File: config.mk
export PLATFORM = sky130hd
export DESIGN_NAME = bzc_codec_ctrl
export DESIGN_NICKNAME = d
export VERILOG_FILES = /design/src/bzc_pkg.sv /design/src/bzc_codec_ctrl.sv
export VERILOG_INCLUDE_DIRS = /design/src /design/src/src
export SDC_FILE = /design/constraint.sdc
export NUM_CORES = 1
export LEC_CHECK = 0
export BUFFER_PORTS_ARGS = -buffer_cell sky130_fd_sc_hd__buf_2
export CAP_MARGIN = 20
export CELL_PAD_IN_SITES_DETAIL_PLACEMENT = 1
export CELL_PAD_IN_SITES_GLOBAL_PLACEMENT = 1
export CORE_ASPECT_RATIO = 0.75
export CORE_MARGIN = 8
export CORE_UTILIZATION = 49
export CTS_CLUSTER_SIZE = 40
export DETAILED_ROUTE_END_ITERATION = 12
export GPL_TIMING_DRIVEN = 0
export PLACE_DENSITY = 0.88
export SLEW_MARGIN = 0
export SYNTH_ARGS = -nofsm -noshare
export SYNTH_HDL_FRONTEND = slang
export SYNTH_SLANG_ARGS = --single-unit
File: constraint.sdc
create_clock -name core_clk_i -period 5.5 [get_ports core_clk_i]
set_input_delay 0.55 -clock core_clk_i [delete_from_list [all_inputs] [get_ports core_clk_i]]
set_output_delay 0.55 -clock core_clk_i [all_outputs]
set_load 0.03 [all_outputs]
File: src/bzc_cfg.svh
`ifndef BZC_CFG_SVH
`define BZC_CFG_SVH
// register indices; byte address is four times the index
`define BZC_IDX_TX_CTL 8'h8c
`define BZC_IDX_RX_CTL 8'h90
`define BZC_IDX_RX_STS 8'h94
`define BZC_IDX_RX_LAT 8'h96
`define BZC_IDX_RX_IE 8'h98
`define BZC_IDX_VIOL_CNT 8'h9c
`define BZC_IDX_EXZ_CNT 8'h9e
// line_tx_control fields
`define BZC_TX_SUBST_DIS 4
`define BZC_TX_EXZ_INS_EN 3
`define BZC_TX_VIOL_INS_EN 2
`define BZC_TX_SINGLE_TRIG 1
`define BZC_TX_SRC_SEL 0
// line_rx_control fields
`define BZC_RX_CV_SEL 3
`define BZC_RX_ERR_FMT 2
`define BZC_RX_DEC_FMT 1
`define BZC_RX_SUBST_DIS 0
// status and latched fields
`define BZC_ST_SIG 5
`define BZC_ST_EXZ 4
`define BZC_ST_EXZ_NZ 3
`define BZC_ST_VIOL 2
`define BZC_ST_VIOL_NZ 1
`define BZC_ST_LOS 0
// reset values
`define BZC_TX_CTL_RST 5'h00
`define BZC_RX_CTL_RST 4'h0
`define BZC_RX_IE_RST 6'h00
// timing: one line bit per divider period
`define BZC_CLK_PERIOD_NS 10
`define BZC_BIT_PERIOD_NS 20
`define BZC_BIT_DIV (`BZC_BIT_PERIOD_NS / `BZC_CLK_PERIOD_NS)
// zero runs
`define BZC_RUN_B3ZS 3'd3
`define BZC_RUN_HDB3 3'd4
`define BZC_LOS_ZEROS 8'd175
`endif

File: src/bzc_pkg.sv
package bzc_pkg;
  // line symbol held in the transmit pipeline
  typedef enum logic [1:0] {
    BZC_SYM_ZERO = 2'h0,
    BZC_SYM_MARK = 2'h1,
    BZC_SYM_VIOL = 2'h2
  } bzc_sym_t;
  // register bus handshake states
  typedef enum logic [1:0] {
    BZC_BUS_IDLE = 2'h1,
    BZC_BUS_ACK = 2'h2
  } bzc_bus_st_t;
endpackage

File: src/bzc_codec_ctrl.sv
// Register access over Avalon-MM was left to the implementer.
`timescale 1ns/1ps
// Functional notes
// - tx substitution disable 0 gives zero substitution plus AMI; 1 gives AMI only.
// - excessive-zero insert enable gates excessive-zero insertion.
// - violation insert enable gates bipolar violation insertion.
// - with source select 0, a rise of the trigger bit inserts one enabled error each.
// - trigger must return to 0 before another error; several toggles give one.
// - source select chooses trigger bit (0) or external manual pin (1).
// - changing source select while a trigger is high may insert an error.
// - code-violation select counts E3 line code violations instead of plain violations.
// - line code violation is two consecutive same-polarity violations; ignored in B3ZS.
// - error detection format 0: zero+violation is B3ZS, two zeros+violation HDB3.
// - error detection format 1 also needs polarity opposite the previous signature.
// - first signature after reset is recognised without the polarity condition.
// - decode format bit applies the same recognition choice to the decoder.
// - rx substitution disable 0 removes substitutions; 1 does AMI decode only.
// - excessive-zero count status is 1 while that count is nonzero.
// - violation count status is 1 while that count is nonzero.
// - loss-of-signal status follows the condition, forced clear while decoding is disabled.
// - signature latched bit sets on any detected substitution signature.
// - excessive-zero latched bit sets on each excessive-zero event.
// - excessive-zero count latched bit sets when its status bit rises.
// - violation latched bit sets on violation, or line code violation when selected.
// - violation count latched bit sets when its status bit rises.
// - loss-of-signal latched bit sets on every change of its status.
// - a latched bit interrupts only with its enable and the port enable set.
// - 16-bit violation count, copied to the readable register on monitor update.
`include "bzc_cfg.svh"
module bzc_codec_ctrl (
  input wire logic core_clk_i,
  input wire logic arst_n_i,
  input wire logic datapath_reset_pin_n_i,
  input wire logic e3_mode_i,
  input wire logic port_irq_enable_field_i,
  input wire logic perf_monitor_update_i,
  input wire logic manual_error_pin_i,
  input wire logic [9:0] avs_address_i,
  input wire logic avs_read_i,
  input wire logic avs_write_i,
  input wire logic [31:0] avs_writedata_i,
  input wire logic [3:0] avs_byteenable_i,
  output logic [31:0] avs_readdata_o,
  output logic avs_waitrequest_o,
  output logic bit_tick_o,
  input wire logic tx_data_i,
  output logic tx_pos_o,
  output logic tx_neg_o,
  input wire logic rx_pos_i,
  input wire logic rx_neg_i,
  output logic rx_data_o,
  output logic irq_o
);
  import bzc_pkg::*;

  // ************************************************************
  // helpers
  // ************************************************************
  function automatic logic [2:0] run_len(input logic e3);
    run_len = e3 ? `BZC_RUN_HDB3 : `BZC_RUN_B3ZS;
  endfunction

  function automatic logic [15:0] sat_inc(input logic [15:0] v, input logic inc);
    sat_inc = (inc && v != 16'hffff) ? v + 16'h0001 : v;
  endfunction

  localparam logic [7:0] BIT_DIV_M1 = 8'(`BZC_BIT_DIV - 1);

  logic [4:0] tx_ctl;
  logic [3:0] rx_ctl;
  logic [5:0] rx_ie;
  logic [5:0] rx_lat;
  logic [15:0] viol_acc;
  logic [15:0] exz_acc;
  logic [15:0] viol_cnt;
  logic [15:0] exz_cnt;
  logic viol_nz;
  logic exz_nz;
  logic signal_lost;
  bzc_bus_st_t bus_st;
  logic [7:0] div_cnt;

  // ************************************************************
  // bit-rate divider
  // ************************************************************
  // one clock domain: every line bit is a single-cycle tick
  always_ff @(posedge core_clk_i or negedge arst_n_i) begin
    if (!arst_n_i) begin
      div_cnt <= 8'h00;
      bit_tick_o <= 1'b0;
    end else begin
      bit_tick_o <= (div_cnt == BIT_DIV_M1);
      div_cnt <= (div_cnt == BIT_DIV_M1) ? 8'h00 : div_cnt + 8'h01;
    end
  end

  // ************************************************************
  // register bus slave
  // ************************************************************
  logic [7:0] reg_idx;
  logic wr_lo;
  logic [31:0] next_rdata;
  assign reg_idx = avs_address_i[9:2];
  assign wr_lo = (bus_st == BZC_BUS_ACK) && avs_write_i && avs_byteenable_i[0];

  // read mux; unmapped words read zero
  always_comb begin
    next_rdata = 32'h0000_0000;
    unique case (reg_idx)
      `BZC_IDX_TX_CTL: next_rdata[4:0] = tx_ctl;
      `BZC_IDX_RX_CTL: next_rdata[3:0] = rx_ctl;
      `BZC_IDX_RX_STS: next_rdata[5:0] = {2'b00, exz_nz, 1'b0, viol_nz, signal_lost};
      `BZC_IDX_RX_LAT: next_rdata[5:0] = rx_lat;
      `BZC_IDX_RX_IE: next_rdata[5:0] = rx_ie;
      `BZC_IDX_VIOL_CNT: next_rdata[15:0] = viol_cnt;
      `BZC_IDX_EXZ_CNT: next_rdata[15:0] = exz_cnt;
      default: next_rdata = 32'h0000_0000;
    endcase
  end

  // wait one cycle, then complete with waitrequest low for exactly one cycle
  always_ff @(posedge core_clk_i or negedge arst_n_i) begin
    if (!arst_n_i) begin
      bus_st <= BZC_BUS_IDLE;
      avs_waitrequest_o <= 1'b1;
      avs_readdata_o <= 32'h0000_0000;
    end else begin
      unique case (bus_st)
        BZC_BUS_IDLE: begin
          if (avs_read_i || avs_write_i) begin
            bus_st <= BZC_BUS_ACK;
            avs_waitrequest_o <= 1'b0;
            avs_readdata_o <= avs_read_i ? next_rdata : 32'h0000_0000;
          end
        end
        BZC_BUS_ACK: begin
          bus_st <= BZC_BUS_IDLE;
          avs_waitrequest_o <= 1'b1;
        end
      endcase
    end
  end

  // control registers take writes at the completing edge
  always_ff @(posedge core_clk_i or negedge arst_n_i) begin
    if (!arst_n_i) begin
      tx_ctl <= `BZC_TX_CTL_RST;
      rx_ctl <= `BZC_RX_CTL_RST;
      rx_ie <= `BZC_RX_IE_RST;
    end else if (wr_lo) begin
      if (reg_idx == `BZC_IDX_TX_CTL) tx_ctl <= avs_writedata_i[4:0];
      if (reg_idx == `BZC_IDX_RX_CTL) rx_ctl <= avs_writedata_i[3:0];
      if (reg_idx == `BZC_IDX_RX_IE) rx_ie <= avs_writedata_i[5:0];
    end
  end

  // ************************************************************
  // transmit error insertion
  // ************************************************************
  logic trig_sel;
  logic trig_q;
  logic bpv_pend;
  logic exz_pend;
  logic [2:0] exz_left;
  logic tx_slot_bpv;
  logic tx_slot_exz;
  // trigger mux sits ahead of the edge detector, so a select flip under a high trigger can fire
  assign trig_sel = tx_ctl[`BZC_TX_SRC_SEL] ? manual_error_pin_i : tx_ctl[`BZC_TX_SINGLE_TRIG];

  // pending requests collapse repeated rises into one error per slot
  always_ff @(posedge core_clk_i or negedge arst_n_i) begin
    if (!arst_n_i) begin
      trig_q <= 1'b0;
      bpv_pend <= 1'b0;
      exz_pend <= 1'b0;
    end else begin
      trig_q <= trig_sel;
      if (!tx_ctl[`BZC_TX_VIOL_INS_EN]) bpv_pend <= 1'b0;
      else if (trig_sel && !trig_q) bpv_pend <= 1'b1;
      else if (tx_slot_bpv) bpv_pend <= 1'b0;
      if (!tx_ctl[`BZC_TX_EXZ_INS_EN]) exz_pend <= 1'b0;
      else if (trig_sel && !trig_q) exz_pend <= 1'b1;
      else if (tx_slot_exz) exz_pend <= 1'b0;
    end
  end

  AST_BPV_ARMS: assert property (@(posedge core_clk_i) disable iff (!arst_n_i)
    (trig_sel && !trig_q && tx_ctl[`BZC_TX_VIOL_INS_EN] && !tx_slot_bpv) |=> bpv_pend)
    else $error("rising trigger did not arm violation insertion");
  AST_NO_EXZ_WHEN_OFF: assert property (@(posedge core_clk_i) disable iff (!arst_n_i)
    !tx_ctl[`BZC_TX_EXZ_INS_EN] |=> !exz_pend)
    else $error("excessive zero insertion armed while disabled");

  // ************************************************************
  // transmit encoder
  // ************************************************************
  bzc_sym_t tx_st [4];
  logic tx_odd;
  logic tx_last_pos;
  logic tx_sub;
  logic [2:0] tx_len;
  assign tx_len = run_len(e3_mode_i);
  // a zero run of full length is replaced while substitution is on
  assign tx_sub = !tx_ctl[`BZC_TX_SUBST_DIS] && !tx_data_i && tx_st[0] == BZC_SYM_ZERO &&
                  tx_st[1] == BZC_SYM_ZERO && (tx_len == `BZC_RUN_B3ZS || tx_st[2] == BZC_SYM_ZERO);
  assign tx_slot_exz = bit_tick_o && exz_left == 3'd0 && exz_pend;
  assign tx_slot_bpv = bit_tick_o && exz_left == 3'd0 && !exz_pend && tx_st[3] != BZC_SYM_ZERO;

  // four-symbol look-ahead line so a substitution can rewrite its leading zero
  always_ff @(posedge core_clk_i or negedge arst_n_i) begin
    if (!arst_n_i) begin
      tx_st <= '{BZC_SYM_ZERO, BZC_SYM_ZERO, BZC_SYM_ZERO, BZC_SYM_ZERO};
      tx_odd <= 1'b0;
    end else if (bit_tick_o) begin
      tx_st[3] <= tx_st[2];
      tx_st[2] <= tx_st[1];
      tx_st[1] <= tx_st[0];
      tx_st[0] <= tx_data_i ? BZC_SYM_MARK : BZC_SYM_ZERO;
      tx_odd <= tx_odd ^ tx_data_i;
      if (tx_sub) begin
        // odd pulses since last violation: plain zeros then V; even: balancing B first
        tx_st[0] <= BZC_SYM_VIOL;
        tx_odd <= 1'b0;
        if (tx_len == `BZC_RUN_B3ZS) tx_st[2] <= tx_odd ? BZC_SYM_ZERO : BZC_SYM_MARK;
        else tx_st[3] <= tx_odd ? BZC_SYM_ZERO : BZC_SYM_MARK;
      end
    end
  end

  // line drive; an inserted zero run overwrites symbols, trading data for a clean error
  always_ff @(posedge core_clk_i or negedge arst_n_i) begin
    if (!arst_n_i) begin
      tx_pos_o <= 1'b0;
      tx_neg_o <= 1'b0;
      tx_last_pos <= 1'b0;
      exz_left <= 3'd0;
    end else if (bit_tick_o) begin
      tx_pos_o <= 1'b0;
      tx_neg_o <= 1'b0;
      if (exz_left != 3'd0) begin
        exz_left <= exz_left - 3'd1;
      end else if (exz_pend) begin
        exz_left <= tx_len - 3'd1;
      end else if (tx_st[3] != BZC_SYM_ZERO) begin
        // a violation repeats the last polarity; an inserted error flips the choice
        if ((tx_st[3] == BZC_SYM_VIOL) ^ bpv_pend) begin
          tx_pos_o <= tx_last_pos;
          tx_neg_o <= !tx_last_pos;
        end else begin
          tx_pos_o <= !tx_last_pos;
          tx_neg_o <= tx_last_pos;
          tx_last_pos <= !tx_last_pos;
        end
      end
    end
  end

  AST_TX_NEVER_BOTH: assert property (@(posedge core_clk_i) disable iff (!arst_n_i)
    !(tx_pos_o && tx_neg_o))
    else $error("transmit drives both rails");

  // ************************************************************
  // receive decoder and detectors
  // ************************************************************
  logic rx_pulse;
  logic rx_bpv;
  logic [1:0] rx_zh;
  logic rx_seen;
  logic rx_last_pos;
  logic sig_base;
  logic err_sig;
  logic dec_sig;
  logic err_seen;
  logic err_pol;
  logic dec_seen;
  logic dec_pol;
  logic cv_seen;
  logic cv_pol;
  logic viol_err;
  logic cnt_ev;
  logic exz_ev;
  logic [7:0] zrun;
  logic [2:0] rx_d;
  logic subst_on;
  assign subst_on = !rx_ctl[`BZC_RX_SUBST_DIS];
  assign rx_pulse = rx_pos_i || rx_neg_i;
  assign rx_bpv = bit_tick_o && rx_pulse && rx_seen && (rx_pos_i == rx_last_pos);
  // one zero then a violation for B3ZS, two zeros for HDB3
  assign sig_base = rx_bpv && rx_zh[0] && (!e3_mode_i || rx_zh[1]);
  assign err_sig = sig_base && (!rx_ctl[`BZC_RX_ERR_FMT] || !err_seen || rx_pos_i != err_pol);
  assign dec_sig = sig_base && (!rx_ctl[`BZC_RX_DEC_FMT] || !dec_seen || rx_pos_i != dec_pol);
  assign viol_err = rx_bpv && !(err_sig && subst_on);
  // same-polarity pair of errors only counts in HDB3 with the option on
  assign cnt_ev = (e3_mode_i && rx_ctl[`BZC_RX_CV_SEL]) ?
                  (viol_err && cv_seen && rx_pos_i == cv_pol) : viol_err;
  assign exz_ev = bit_tick_o && !rx_pulse && (zrun == {5'd0, run_len(e3_mode_i)} - 8'd1);

  // pulse history and signature polarity memory; datapath reset restarts the first-signature case
  always_ff @(posedge core_clk_i or negedge arst_n_i) begin
    if (!arst_n_i) begin
      rx_zh <= 2'b00;
      rx_seen <= 1'b0;
      rx_last_pos <= 1'b0;
      err_seen <= 1'b0;
      err_pol <= 1'b0;
      dec_seen <= 1'b0;
      dec_pol <= 1'b0;
      cv_seen <= 1'b0;
      cv_pol <= 1'b0;
      zrun <= 8'h00;
    end else if (!datapath_reset_pin_n_i) begin
      rx_seen <= 1'b0;
      err_seen <= 1'b0;
      dec_seen <= 1'b0;
      cv_seen <= 1'b0;
      zrun <= 8'h00;
    end else if (bit_tick_o) begin
      rx_zh <= {rx_zh[0], !rx_pulse};
      if (rx_pulse) begin
        rx_seen <= 1'b1;
        rx_last_pos <= rx_pos_i;
        zrun <= 8'h00;
      end else if (zrun != 8'hff) begin
        zrun <= zrun + 8'h01;
      end
      if (err_sig) begin
        err_seen <= 1'b1;
        err_pol <= rx_pos_i;
      end
      if (dec_sig) begin
        dec_seen <= 1'b1;
        dec_pol <= rx_pos_i;
      end
      if (viol_err) begin
        cv_seen <= 1'b1;
        cv_pol <= rx_pos_i;
      end
    end
  end

  // decoded data pipe; a recognised signature is zeroed back to its first bit
  always_ff @(posedge core_clk_i or negedge arst_n_i) begin
    if (!arst_n_i) begin
      rx_d <= 3'b000;
      rx_data_o <= 1'b0;
    end else if (bit_tick_o) begin
      rx_data_o <= rx_d[2];
      rx_d <= {rx_d[1:0], rx_pulse};
      if (dec_sig && subst_on) begin
        rx_d[1:0] <= 2'b00;
        if (e3_mode_i) rx_data_o <= 1'b0;
        else rx_d[2] <= 1'b0;
        rx_d[0] <= 1'b0;
      end
    end
  end

  // loss of signal: long zero run, cleared on the first pulse, held off when decoding is off
  always_ff @(posedge core_clk_i or negedge arst_n_i) begin
    if (!arst_n_i) begin
      signal_lost <= 1'b0;
    end else if (!subst_on) begin
      signal_lost <= 1'b0;
    end else if (bit_tick_o) begin
      if (rx_pulse) signal_lost <= 1'b0;
      else if (zrun >= `BZC_LOS_ZEROS) signal_lost <= 1'b1;
    end
  end

  AST_LOS_OFF: assert property (@(posedge core_clk_i) disable iff (!arst_n_i)
    (!subst_on ##1 !subst_on) |-> !signal_lost)
    else $error("loss of signal shown while decoding is disabled");

  // ************************************************************
  // counters
  // ************************************************************
  // live counts are copied to the readable registers and restarted on each update
  always_ff @(posedge core_clk_i or negedge arst_n_i) begin
    if (!arst_n_i) begin
      viol_acc <= 16'h0000;
      exz_acc <= 16'h0000;
      viol_cnt <= 16'h0000;
      exz_cnt <= 16'h0000;
      viol_nz <= 1'b0;
      exz_nz <= 1'b0;
    end else if (perf_monitor_update_i) begin
      viol_cnt <= sat_inc(viol_acc, cnt_ev);
      exz_cnt <= sat_inc(exz_acc, exz_ev);
      viol_nz <= (sat_inc(viol_acc, cnt_ev) != 16'h0000);
      exz_nz <= (sat_inc(exz_acc, exz_ev) != 16'h0000);
      viol_acc <= 16'h0000;
      exz_acc <= 16'h0000;
    end else begin
      viol_acc <= sat_inc(viol_acc, cnt_ev);
      exz_acc <= sat_inc(exz_acc, exz_ev);
    end
  end

  AST_VIOL_NZ: assert property (@(posedge core_clk_i) disable iff (!arst_n_i)
    viol_nz == (viol_cnt != 16'h0000))
    else $error("violation count status disagrees with count");
  AST_EXZ_NZ: assert property (@(posedge core_clk_i) disable iff (!arst_n_i)
    exz_nz == (exz_cnt != 16'h0000))
    else $error("excessive zero count status disagrees with count");

  // ************************************************************
  // latched status and interrupt
  // ************************************************************
  logic los_q;
  logic [5:0] lat_set;
  logic [5:0] lat_clr;
  assign lat_set[`BZC_ST_SIG] = sig_base;
  assign lat_set[`BZC_ST_EXZ] = exz_ev;
  assign lat_set[`BZC_ST_EXZ_NZ] = perf_monitor_update_i && !exz_nz &&
                                   (sat_inc(exz_acc, exz_ev) != 16'h0000);
  assign lat_set[`BZC_ST_VIOL] = cnt_ev;
  assign lat_set[`BZC_ST_VIOL_NZ] = perf_monitor_update_i && !viol_nz &&
                                    (sat_inc(viol_acc, cnt_ev) != 16'h0000);
  assign lat_set[`BZC_ST_LOS] = signal_lost != los_q;
  assign lat_clr = (wr_lo && reg_idx == `BZC_IDX_RX_LAT) ? avs_writedata_i[5:0] : 6'h00;

  // write one to clear; a fresh event in the same cycle keeps the bit set
  always_ff @(posedge core_clk_i or negedge arst_n_i) begin
    if (!arst_n_i) begin
      rx_lat <= 6'h00;
      los_q <= 1'b0;
      irq_o <= 1'b0;
    end else begin
      los_q <= signal_lost;
      rx_lat <= (rx_lat & ~lat_clr) | lat_set;
      irq_o <= port_irq_enable_field_i && |(rx_lat & rx_ie);
    end
  end

  AST_LOS_CHANGE: assert property (@(posedge core_clk_i) disable iff (!arst_n_i)
    $changed(signal_lost) |=> rx_lat[`BZC_ST_LOS])
    else $error("loss of signal change not latched");
  AST_EXCESS_ZERO_COUNT_NZ_RISE: assert property (@(posedge core_clk_i) disable iff (!arst_n_i)
    $rose(exz_nz) |-> rx_lat[`BZC_ST_EXZ_NZ])
    else $error("excessive zero count rise not latched");
  AST_IRQ_GATE: assert property (@(posedge core_clk_i) disable iff (!arst_n_i)
    irq_o |-> $past(port_irq_enable_field_i) && $past(|(rx_lat & rx_ie)))
    else $error("interrupt raised without both enables");
  AST_BUS_ONE_ACK: assert property (@(posedge core_clk_i) disable iff (!arst_n_i)
    !avs_waitrequest_o |=> avs_waitrequest_o)
    else $error("waitrequest low for more than one cycle");
endmodule

==> impl_metrics.csv, run 1 <==
group,metric,value,unit
global_routing,track_usage,23.10,%
worst_setup_path,cp.required,5.76,ns
cts,holdBufCountCts,0,
cts,root_buffer,"clkbuf_16",
cells_and_area,layout.nets,923,
cts,cts_made_buffers,17,
floorplanning,rows,40,
cts,cts_tree,"yes",
hold_path,min_path_type,"in -> async",
cts,clk_latency,0.44,ns
worst_setup_path,cp-end-kind,"register",
sta,setup-violations-final,0,
worst_setup_path,worstSetupStartpointType,"register",
cells_and_area,most-common-layout-cells,"dfrtp_1 (156), nor2_1 (97), nand2_1 (69)",
synthesis,yosys.area.top_type,"dfrtp_1",
route,wl_per_cell,21.19,um
sta,fin_crit,3.315,ns
route,num_vias,6428,
sta,finClkSkew,0.01305,ns
route,wl,22900,um
sta,rsz0062_at_grt,"false",
route,drtPass1Iterations,5,
synthesis,synth.cell_area,0.007831,mm^2
floorplanning,pin_count,96,
sta,slew_headroom,39.97,%
floorplanning,die_h,125.5,um
synthesis,ys_seq_area_share,50.18,%
cts,htree_levels,4,
run,cap_viol_max_count,0,
cts,clock-sinks,157,
cells_and_area,seq_area,0.003930,mm^2
place,port_buffers,46,
sta,setup_ws,2.185,ns
synthesis,synth_edf_count,0,
cts,path_clk_slew,0.06,ns
route,drt_iter0_markers,457,
cts,post_cts.repair.setup_buffers,0,
synthesis,ys_warn_count,0,
route,ant_nets,0,
worst_setup_path,critPathMaxFanout,8,
place,place_ws,2.139,ns
global_routing,antenna_found_initial,1,
cells_and_area,layout_commonest_cell,"dfrtp_1",
synthesis,ys_types,81,
global_routing,gr-total-overflow,0,
synthesis,synth_ff_type,"dfrtp_1",
floorplanning,die-width,162.0,um
sta,hold_viol,0,
global_routing,grt_max_degree,111,
sta,worst_pin_slew,0.8935,ns
worst_setup_path,crit_type,"reg -> reg",
route,post-route-drc-count,0,
cts,cts_resized,0,
place,gp_congestion,0.8531,
power,power_density,310.0,mW/mm^2
route,routed_via_density,5.946,
cts,clk_path_buf_depth,2,
synthesis,synthCells,777,
power,ir_worst_vdd,0.1795,mV
cells_and_area,multi_input_area,0.003586,mm^2
synthesis,synth_area_leaders,"dfrtp_1 (50%), nor2_1 (4.6%), mux2_2 (3.6%), xnor2_1 (3.5%), nand2_1 (3.3%)",
floorplanning,start_util,49.52,%
sta,drv_slew,0,
worst_setup_path,cp.arrival,3.58,ns
synthesis,synth.top_cell.area_share,49.85,%
cells_and_area,final_core_util,57.06,%
synthesis,async_flop_share,100.0,%
synthesis,synth-seq-cells,157,
global_routing,grt_pass1_vias,6806,
synthesis,syn_avg_cell_area,10.08,um^2
floorplanning,die-area,0.02033,mm^2
cells_and_area,post_route_cells_drive_above_1_share,17.01,%
run_status,outcome,"finished, final reports clean",
sta,finalCritPeriodShare,60.28,%
cells_and_area,areaGrowthSynthToFinish,15.24,%
global_routing,grt_pass1_wl,37460,um
sta,tns,0,ns
cells_and_area,n_fill_cell,1784,
floorplanning,core_area,0.01582,mm^2
power,p_leak,4.050,nW
sta,fmax,301.6,MHz
place,place_hpwl,15520,um
-- registers in the layout, summed over array words and instances (netlist names), 2 cells and up --
name,cells
avs_readdata_o,16
rx_ctl,4
rx_d,3
div_cnt,8
viol_cnt,16
viol_acc,16
exz_cnt,16
exz_left,3
zrun,8
rx_zh,2
rx_ie,6
exz_acc,16
rx_lat,6
bus_st,2
tx_ctl,5
tx_st,8
-- synthesized netlist by cell type, types with 4 or more instances --
cell / number
a21boi_0: 7
a21oi_1: 47
a22o_1: 8
a22oi_1: 14
a31oi_1: 7
and2_1: 8
and3_1: 13
and4_1: 4
buf_4: 16
clkbuf_1: 25
dfrtp_1: 156
ha_1: 6
inv_1: 18
mux2_2: 25
mux2i_1: 13
nand2_1: 69
nand2b_1: 4
nand3_1: 22
nand4_1: 10
nand4b_1: 4
nor2_1: 97
nor2b_1: 7
nor3_1: 14
nor3b_1: 4
nor4_1: 6
o21a_1: 6
o21ai_0: 39
or3_1: 5
xnor2_1: 31
xor2_1: 19
-- critical path: stages (launching register included) --
cell	delay, ns
dfrtp_1	0.47
ha_1	0.30
and3_1	0.29
and2_1	0.19
buf_2	0.15
a31oi_1	0.57
nand2_1	0.31
nor4_1	0.48
o2111a_1	0.28
a31oi_1	0.10
-- path summary, 6_finish.rpt --
check | slack [ns] | cells after the start | from | end
setup / recovery | 2.18 | 9 | viol_acc[0]$_DFF_PN0_ | viol_nz$_DFFE_PN0P_
hold / removal | 0.02 | 1 | arst_n_i | div_cnt[0]$_DFF_PN0_
setup reg to reg | 2.18 | 9 | viol_acc[0]$_DFF_PN0_ | viol_nz$_DFFE_PN0P_
hold reg to reg | 0.45 | 0 | signal_lost$_DFFE_PN0P_ | los_q$_DFF_PN0_
max in group asynchronous | 4.63 | 2 | arst_n_i | trig_q$_DFF_PN0_
min in group core_clk_i | 0.37 | 2 | manual_error_pin_i | trig_q$_DFF_PN0_
-- area by class of cell --
| cell class | count | area share, % |
|---|---|---|
| tap | 210 | 2.911 |
| multi-input combinational | 566 | 39.73 |
| clock inverter | 9 | 1.539 |
| clock buffer | 21 | 5.102 |
| sequential | 157 | 43.55 |
| antenna | 1 | 0.02773 |
| inverter | 18 | 0.7486 |
| buffer | 51 | 3.369 |
| timing repair buffer | 48 | 3.022 |
-- per-stage QoR --
step           std cells  area (um^2)  total power [mW]  hold WS, ns
6_report            1081         9025             2.797      0.01525
2_1_floorplan        792         7888             1.467       0.2544
3_5_place_dp        1049         8418             1.587       0.4639
3_3_place_gp        1048         8381             1.567       0.4579
4_1_cts             1079         9017             2.816      0.02398
5_1_grt             1081         9025             2.896      0.03348
-- cell families (layout without fill, tap and decap cells) --
kind of cell	Yosys count	count (layout)	synth area share (%)
and+or+nand+nor	288	288	18.63
AOI/OAI and AO/OA	165	165	13.72
DFF	157	157	50.18
buffers and inverters	69	147	4.745
xor gates and xnor gates	50	50	5.592
muxes	41	41	6.119
adders and majority gates	6	6	0.9586
other	1	17	0.04789
-- metal layers --
metal	share of wire (%)	global-route usage, %	vias to the layer above
met2	47	35.23	233
met1	45	31.28	3266
met4	2.3	9.017	0
met5	0	0	-
li1	-	-	2883
met3	5.9	5.443	46
-- where the power goes --
part	switching, mW	internal [mW]	leakage (nW)	total (mW)
logic	0.202	0.0988	1.69	0.301
registers	0.0535	1.22	2.08	1.28
clock network	0.486	0.735	0.281	1.22
total	0.742	2.06	4.05	2.80
No activity file was read; power rests on OpenSTA's default activity.
==> inputs of run 2 (changes only) <==
ABC_AREA = 1   (was default)
CORE_UTILIZATION = 39   (was 49)
PLACE_DENSITY = 0.79   (was 0.88)
clock period = 2.7 ns   (was 5.5 ns; I/O delays follow)
==> impl_metrics.csv, run 2 <==
group,metric,value,unit
run_status,outcome,"finished, final reports clean",
cells_and_area,areaGrowthSynthToFinish,17.14,%
worst_setup_path,cp.required,3.01,ns
route,post-route-drc-count,0,
synthesis,async_flop_share,100.0,%
power,power,5.583,mW
global_routing,grt_pass1_vias,7349,
cts,htree_levels,4,
cells_and_area,post_route_cells_drive_above_1_share,11.90,%
synthesis,syn_avg_cell_area,7.934,um^2
synthesis,synth_most_common_cell,"nand2_1",
worst_setup_path,worstSetupStartpointType,"register",
power,switching_share,27.93,%
synthesis,synth_xor_area_share,3.864,%
cells_and_area,final_core_util,46.24,%
floorplanning,core_area,0.02010,mm^2
route,wl,23460,um
power,power.internal,4.024,mW
synthesis,synth_top_family_by_area,"simple AND/OR/NAND/NOR gates",
power,p_sw,1.559,mW
worst_setup_path,regToRegStartpoint,"viol_acc[0]$_DFF_PN0_",
global_routing,grt_pass1_wl,38450,um
hold_path,hp-start,"port_irq_enable_field_i",
hold_path,min_path_type,"in -> reg",
synthesis,yosys.area_share.adder,0.9462,%
floorplanning,pin_count,96,
power,p_leak,4.430,nW
synthesis,synth-seq-cells,157,
floorplanning,die-width,180.7,um
sta,finClkSkew,0.01107,ns
sta,finalCritPeriodShare,93.25,%
power,power_density,600.7,mW/mm^2
cts,root_buffer,"clkbuf_16",
cells_and_area,layout.nets,1152,
global_routing,antenna_found_initial,1,
synthesis,yosys-mux-area-fraction,0,%
sta,slew_headroom,32.99,%
sta,fmax,397.2,MHz
synthesis,synth_compound_area_share,12.36,%
cts,clk_latency,0.44,ns
route,num_vias,7035,
hold_path,min_path_cells,3,
run,cap_viol_max_count,0,
sta,tns,0,ns
cts,cts_tree,"yes",
synthesis,ys_warn_count,0,
synthesis,yosys.area.top_type,"dfrtp_1",
sta,hold_viol,0,
power,ir_worst_vdd,0.4101,mV
worst_setup_path,critPathMaxFanout,10,
route,drtPass1Iterations,5,
worst_setup_path,crit_type,"reg -> reg",
synthesis,synth_ff_type,"dfrtp_1",
synthesis,synth_area_leaders,"dfrtp_1 (49%), nand2_1 (14%), inv_1 (5.6%), o21ai_0 (5.0%), nor2_1 (4.0%)",
route,wl_per_cell,17.26,um
sta,fin_crit,2.518,ns
sta,setup_ws,0.1822,ns
power,power_frac_comb,9.9,%
synthesis,synth.top_cell.area_share,49.20,%
cts,clock-sinks,157,
worst_setup_path,r2r_end,"rx_lat[1]$_DFF_PN0_",
place,port_buffers,47,
floorplanning,die_h,139.5,um
hold_path,min_to,"irq_o$_DFF_PN0_",
cells_and_area,layout_commonest_cell,"nand2_1",
synthesis,ys_types,45,
place,place_ws,-0.3117,ns
sta,worst_pin_slew,1.002,ns
route,routed_via_density,5.177,
synthesis,ys_seq_area_share,49.53,%
worst_setup_path,cp-end-kind,"register",
cells_and_area,n_fill_cell,2512,
cells_and_area,diodes,0,
cts,clk_path_buf_depth,2,
route,ant_nets,0,
cts,path_clk_slew,0.07,ns
global_routing,grt_max_degree,100,
route,drt_iter0_markers,444,
floorplanning,start_util,39.47,%
cells_and_area,multi_input_area,0.003423,mm^2
synthesis,synth.cell_area,0.007934,mm^2
cells_and_area,most-common-layout-cells,"nand2_1 (286), dfrtp_1 (154), inv_1 (118)",
floorplanning,die-area,0.02521,mm^2
worst_setup_path,r2r_slack,0.18,ns
cells_and_area,seq_area,0.003933,mm^2
sta,holdWs,0.05780,ns
cts,cts_made_buffers,17,
global_routing,gr-total-overflow,0,
place,gp_congestion,0.8295,
power,pwr-share-clk,44.6,%
place,place_hpwl,17020,um
synthesis,synth_common_cells,"nand2_1 (286), dfrtp_1 (156), inv_1 (118)",
sta,setup-violations-final,0,
synthesis,synthCells,1000,
worst_setup_path,rr_worst_depth,15,
floorplanning,rows,45,
power,power_frac_seq,45.5,%
sta,drv_slew,0,
worst_setup_path,cp.arrival,2.83,ns
synthesis,synthSimpleGateAreaFrac,24.51,%
synthesis,synth_edf_count,0,
global_routing,track_usage,18.72,%
## run 2: power by group through the flow
stage | clock (mW) | sequential (mW) | combinational [mW]
2_1_floorplan | 0 | 2.60 | 0.307
3_3_place_gp | 0 | 2.57 | 0.521
3_5_place_dp | 0 | 2.58 | 0.548
4_1_cts | 2.52 | 2.54 | 0.554
5_1_grt | 2.62 | 2.56 | 0.619
6_report | 2.49 | 2.54 | 0.552
## run 2: layout make-up
| type | instances | share of cell area (%) |
|---|---|---|
| flip-flops and latches | 157 | 42.31 |
| inverters | 124 | 5.008 |
| repair buffers | 54 | 3.446 |
| clock buffers | 19 | 4.766 |
| multi-input cells | 694 | 36.83 |
| well taps | 258 | 3.473 |
| plain buffers | 40 | 2.477 |
| clock inverters | 13 | 1.683 |
## run 2: logic make-up after synthesis
group                    Yosys count
AO/OA/AOI/OAI                    171
XOR/XNOR                          35
adder cells (fa/ha/maj)            6
buffers and inverters            164
flip-flops                       157
other                              1
AND/OR/NAND/NOR                  466
## run 2: timing repair
action | CTS | global route
endpoints found under the hold margin | 58 | 0
buffers inserted | 0 | 5
pin swaps | 0 | 2
resized for setup | 5 | 11
setup endpoints to repair | 4 | 5
hold buffers | 1 | 0
## run 2: worst max-delay path: stages, from the launching register on
cell and delay (ns):
dfrtp_2 0.41, ha_2 0.24, nand3_2 0.13, inv_1 0.10, nand2_1 0.09, nor2_2 0.14
nand4_4 0.20, buf_4 0.24, nand4_1 0.12, nand2_1 0.11, nor2_1 0.12, nand2_1 0.09
nor2_2 0.15, nand2_1 0.12, nand2_1 0.08, nand2_1 0.05
## run 2: worst max path at each step
| stage | start | endpoint | slack (ns) | depth (start not counted) |
|---|---|---|---|---|
| 2_1_floorplan | bit_tick_o$_DFF_PN0_ | viol_nz$_DFFE_PN0P_ | 0.54 | 15 |
| 3_3_place_gp | arst_n_i | bus_st[1]$_DFFE_PN0P_ | -1.18 | 1 |
| 3_5_place_dp | rx_pos_i | exz_nz$_DFFE_PN0P_ | -0.31 | 14 |
| 4_1_cts | exz_acc[0]$_DFF_PN0_ | exz_nz$_DFFE_PN0P_ | 0.02 | 15 |
| 5_1_grt | viol_acc[0]$_DFF_PN0_ | rx_lat[1]$_DFF_PN0_ | -0.02 | 15 |
| 6_report | viol_acc[0]$_DFF_PN0_ | rx_lat[1]$_DFF_PN0_ | 0.18 | 15 |
## run 2: per-layer routing
metal  up-vias  global-route usage [%]  share of wire [%]
met4         2                   5.122                1.5
met5         -                       0              0.055
met2       137                   28.07                 44
met1      3474                   26.65                 51
met3        32                   4.291                4.2
li1       3390                       -                  -
## run 2: stage by stage
step	cell area (um^2)	std cells
6_report	9294	1359
2_1_floorplan	7990	1015
3_5_place_dp	8586	1321
5_1_grt	9294	1359
4_1_cts	9218	1354
3_3_place_gp	8548	1320
==> inputs of run 3 (changes only) <==
CORE_MARGIN = 10   (was 8)
MAX_ROUTING_LAYER = met4   (was default)
==> impl_metrics.csv, run 3 (synthesis gave the netlist of run 2 again) <==
group,metric,value,unit
run_status,outcome,"finished, final reports clean",
power,p_leak,4.443,nW
sta,rsz0062_at_grt,"false",
global_routing,antenna_found_initial,1,
sta,setup-violations-final,0,
hold_path,hp-start,"port_irq_enable_field_i",
worst_setup_path,critPathMaxFanout,10,
worst_setup_path,r2r_end,"exz_nz$_DFFE_PN0P_",
cells_and_area,seq_area,0.003933,mm^2
worst_setup_path,crit_type,"reg -> reg",
hold_path,min_to,"irq_o$_DFF_PN0_",
place,placedCellCount,1321,
cts,clk_latency,0.44,ns
route,num_vias,7102,
floorplanning,pin_count,96,
cts,root_buffer,"clkbuf_16",
floorplanning,core_area,0.02010,mm^2
floorplanning,rows,45,
sta,slew_headroom,26.79,%
floorplanning,die_h,143.5,um
cells_and_area,multi_input_area,0.003416,mm^2
global_routing,track_usage,18.91,%
place,port_buffers,47,
cts,clock-sinks,157,
worst_setup_path,slowest_delay,0.52,ns
floorplanning,start_util,39.47,%
worst_setup_path,cp_top_family,"simple AND/OR/NAND/NOR gates",
sta,tns,0,ns
cells_and_area,layout_commonest_cell,"nand2_1",
sta,worst_pin_slew,1.094,ns
route,drt_iter0_markers,568,
cts,cts_made_buffers,17,
sta,hold_viol,0,
cells_and_area,n_fill_cell,2463,
sta,finalCritPeriodShare,93.54,%
power,power_density,602.3,mW/mm^2
worst_setup_path,worstSetupStartpointType,"register",
place,gp_congestion,0.8904,
global_routing,grt_pass1_wl,38790,um
worst_setup_path,cp.arrival,2.86,ns
global_routing,gr-total-overflow,0,
sta,drv_slew,0,
worst_setup_path,r2r_slack,0.17,ns
worst_setup_path,cp.buffers_inverters,2,
sta,fin_crit,2.526,ns
cts,clk_path_buf_depth,2,
worst_setup_path,regToRegStartpoint,"bit_tick_o$_DFF_PN0_",
floorplanning,die-width,184.7,um
cells_and_area,post_route_cells_drive_above_1_share,12.16,%
sta,fmax,395.9,MHz
route,wl,24120,um
worst_setup_path,cp.required,3.03,ns
global_routing,grt_max_degree,99,
cells_and_area,areaGrowthSynthToFinish,17.19,%
route,drtPass1Iterations,5,
cts,htree_levels,4,
floorplanning,die-area,0.02651,mm^2
global_routing,grt_pass1_vias,7300,
worst_setup_path,cp-end-kind,"register",
route,routed_via_density,5.218,
hold_path,min_path_type,"in -> reg",
sta,holdWs,0.05297,ns
hold_path,min_path_cells,3,
power,ir_worst_vdd,0.4215,mV
route,ant_nets,0,
cells_and_area,most-common-layout-cells,"nand2_1 (286), dfrtp_1 (154), inv_1 (118)",
worst_setup_path,crit_path_top_delay_cell,"nor3_2",
cts,path_clk_slew,0.07,ns
route,post-route-drc-count,0,
route,wl_per_cell,17.72,um
cells_and_area,final_cell_count_no_fill,1361,
run,cap_viol_max_count,0,
worst_setup_path,rr_worst_depth,13,
worst_setup_path,crit_top_cell,"nand2_1",
cells_and_area,layout.nets,1153,
worst_setup_path,cp_cell_sequence,"buf_4, nand4_1, nor3_2, nand2_4, buf_2, nand2_1, nand2_1, nor2_1, nand2_1, nor2_2, nand2_1, nand2_1, nand2_1",
cts,cts_tree,"yes",
sta,finClkSkew,0.01480,ns
place,place_hpwl,17570,um
run 3: area by class of cell:
type | instances | share of cell area, %
clock buffer | 17 | 4.575
tap | 258 | 3.472
buffer | 40 | 2.476
multi-input combinational | 694 | 36.74
clock inverter | 15 | 1.884
inverter | 124 | 5.006
antenna | 1 | 0.02691
timing repair buffer | 55 | 3.526
sequential | 157 | 42.30
run 3: worst max-delay path by stage:
stage,cells after the start,slack [ns],endpoint,startpoint
6_report,13,0.17,exz_nz$_DFFE_PN0P_,bit_tick_o$_DFF_PN0_
5_1_grt,15,0.005,exz_nz$_DFFE_PN0P_,exz_acc[1]$_DFF_PN0_
4_1_cts,15,0.0006,viol_nz$_DFFE_PN0P_,viol_acc[0]$_DFF_PN0_
3_5_place_dp,14,-0.34,exz_nz$_DFFE_PN0P_,rx_pos_i
3_3_place_gp,1,-1.20,bus_st[1]$_DFFE_PN0P_,arst_n_i
2_1_floorplan,15,0.54,viol_nz$_DFFE_PN0P_,bit_tick_o$_DFF_PN0_
run 3: repair_timing:
action,4_1_cts,5_1_grt
hold buffers,1,0
buffers inserted,0,6
endpoints found under the hold margin,59,0
resized for setup,4,12
gates cloned,0,0
setup endpoints to repair,2,5
pin swaps,0,1
run 3: power breakdown:
part	leakage [nW]	switching [mW]	internal [mW]	total [mW]
Clock	0.289	1.17	1.33	2.50
Sequential	2.11	0.0757	2.46	2.54
Combinational	2.04	0.417	0.149	0.565
run 3: routing by layer:
metal  up-vias  part of all wire [%]  track usage (%)
met4         0                   1.1            4.608
li1       3397                     -                -
met1      3525                    50            26.26
met2       156                    44            27.57
met3        24                   4.9            4.011
met5         -                     0                -
run 3: worst min-delay path, stage by stage:
cell and delay, ns:
buf_2 0.10, inv_1 0.05, a31oi_1 0.04
run 3: per-stage QoR:
| step | setup slack (ns) | util (%) | cell area, um^2 | power, mW |
|---|---|---|---|---|
| global placement | -1.198 | 42.53 | 8548 | 3.097 |
| floorplan | 0.5395 | - | 7990 | 2.902 |
| finish | 0.1744 | 46.26 | 9298 | 5.600 |
| detailed placement | -0.3417 | 42.71 | 8586 | 3.132 |
| CTS | 0.0005846 | 45.82 | 9210 | 5.630 |
| global route | 0.004650 | 46.26 | 9298 | 5.828 |
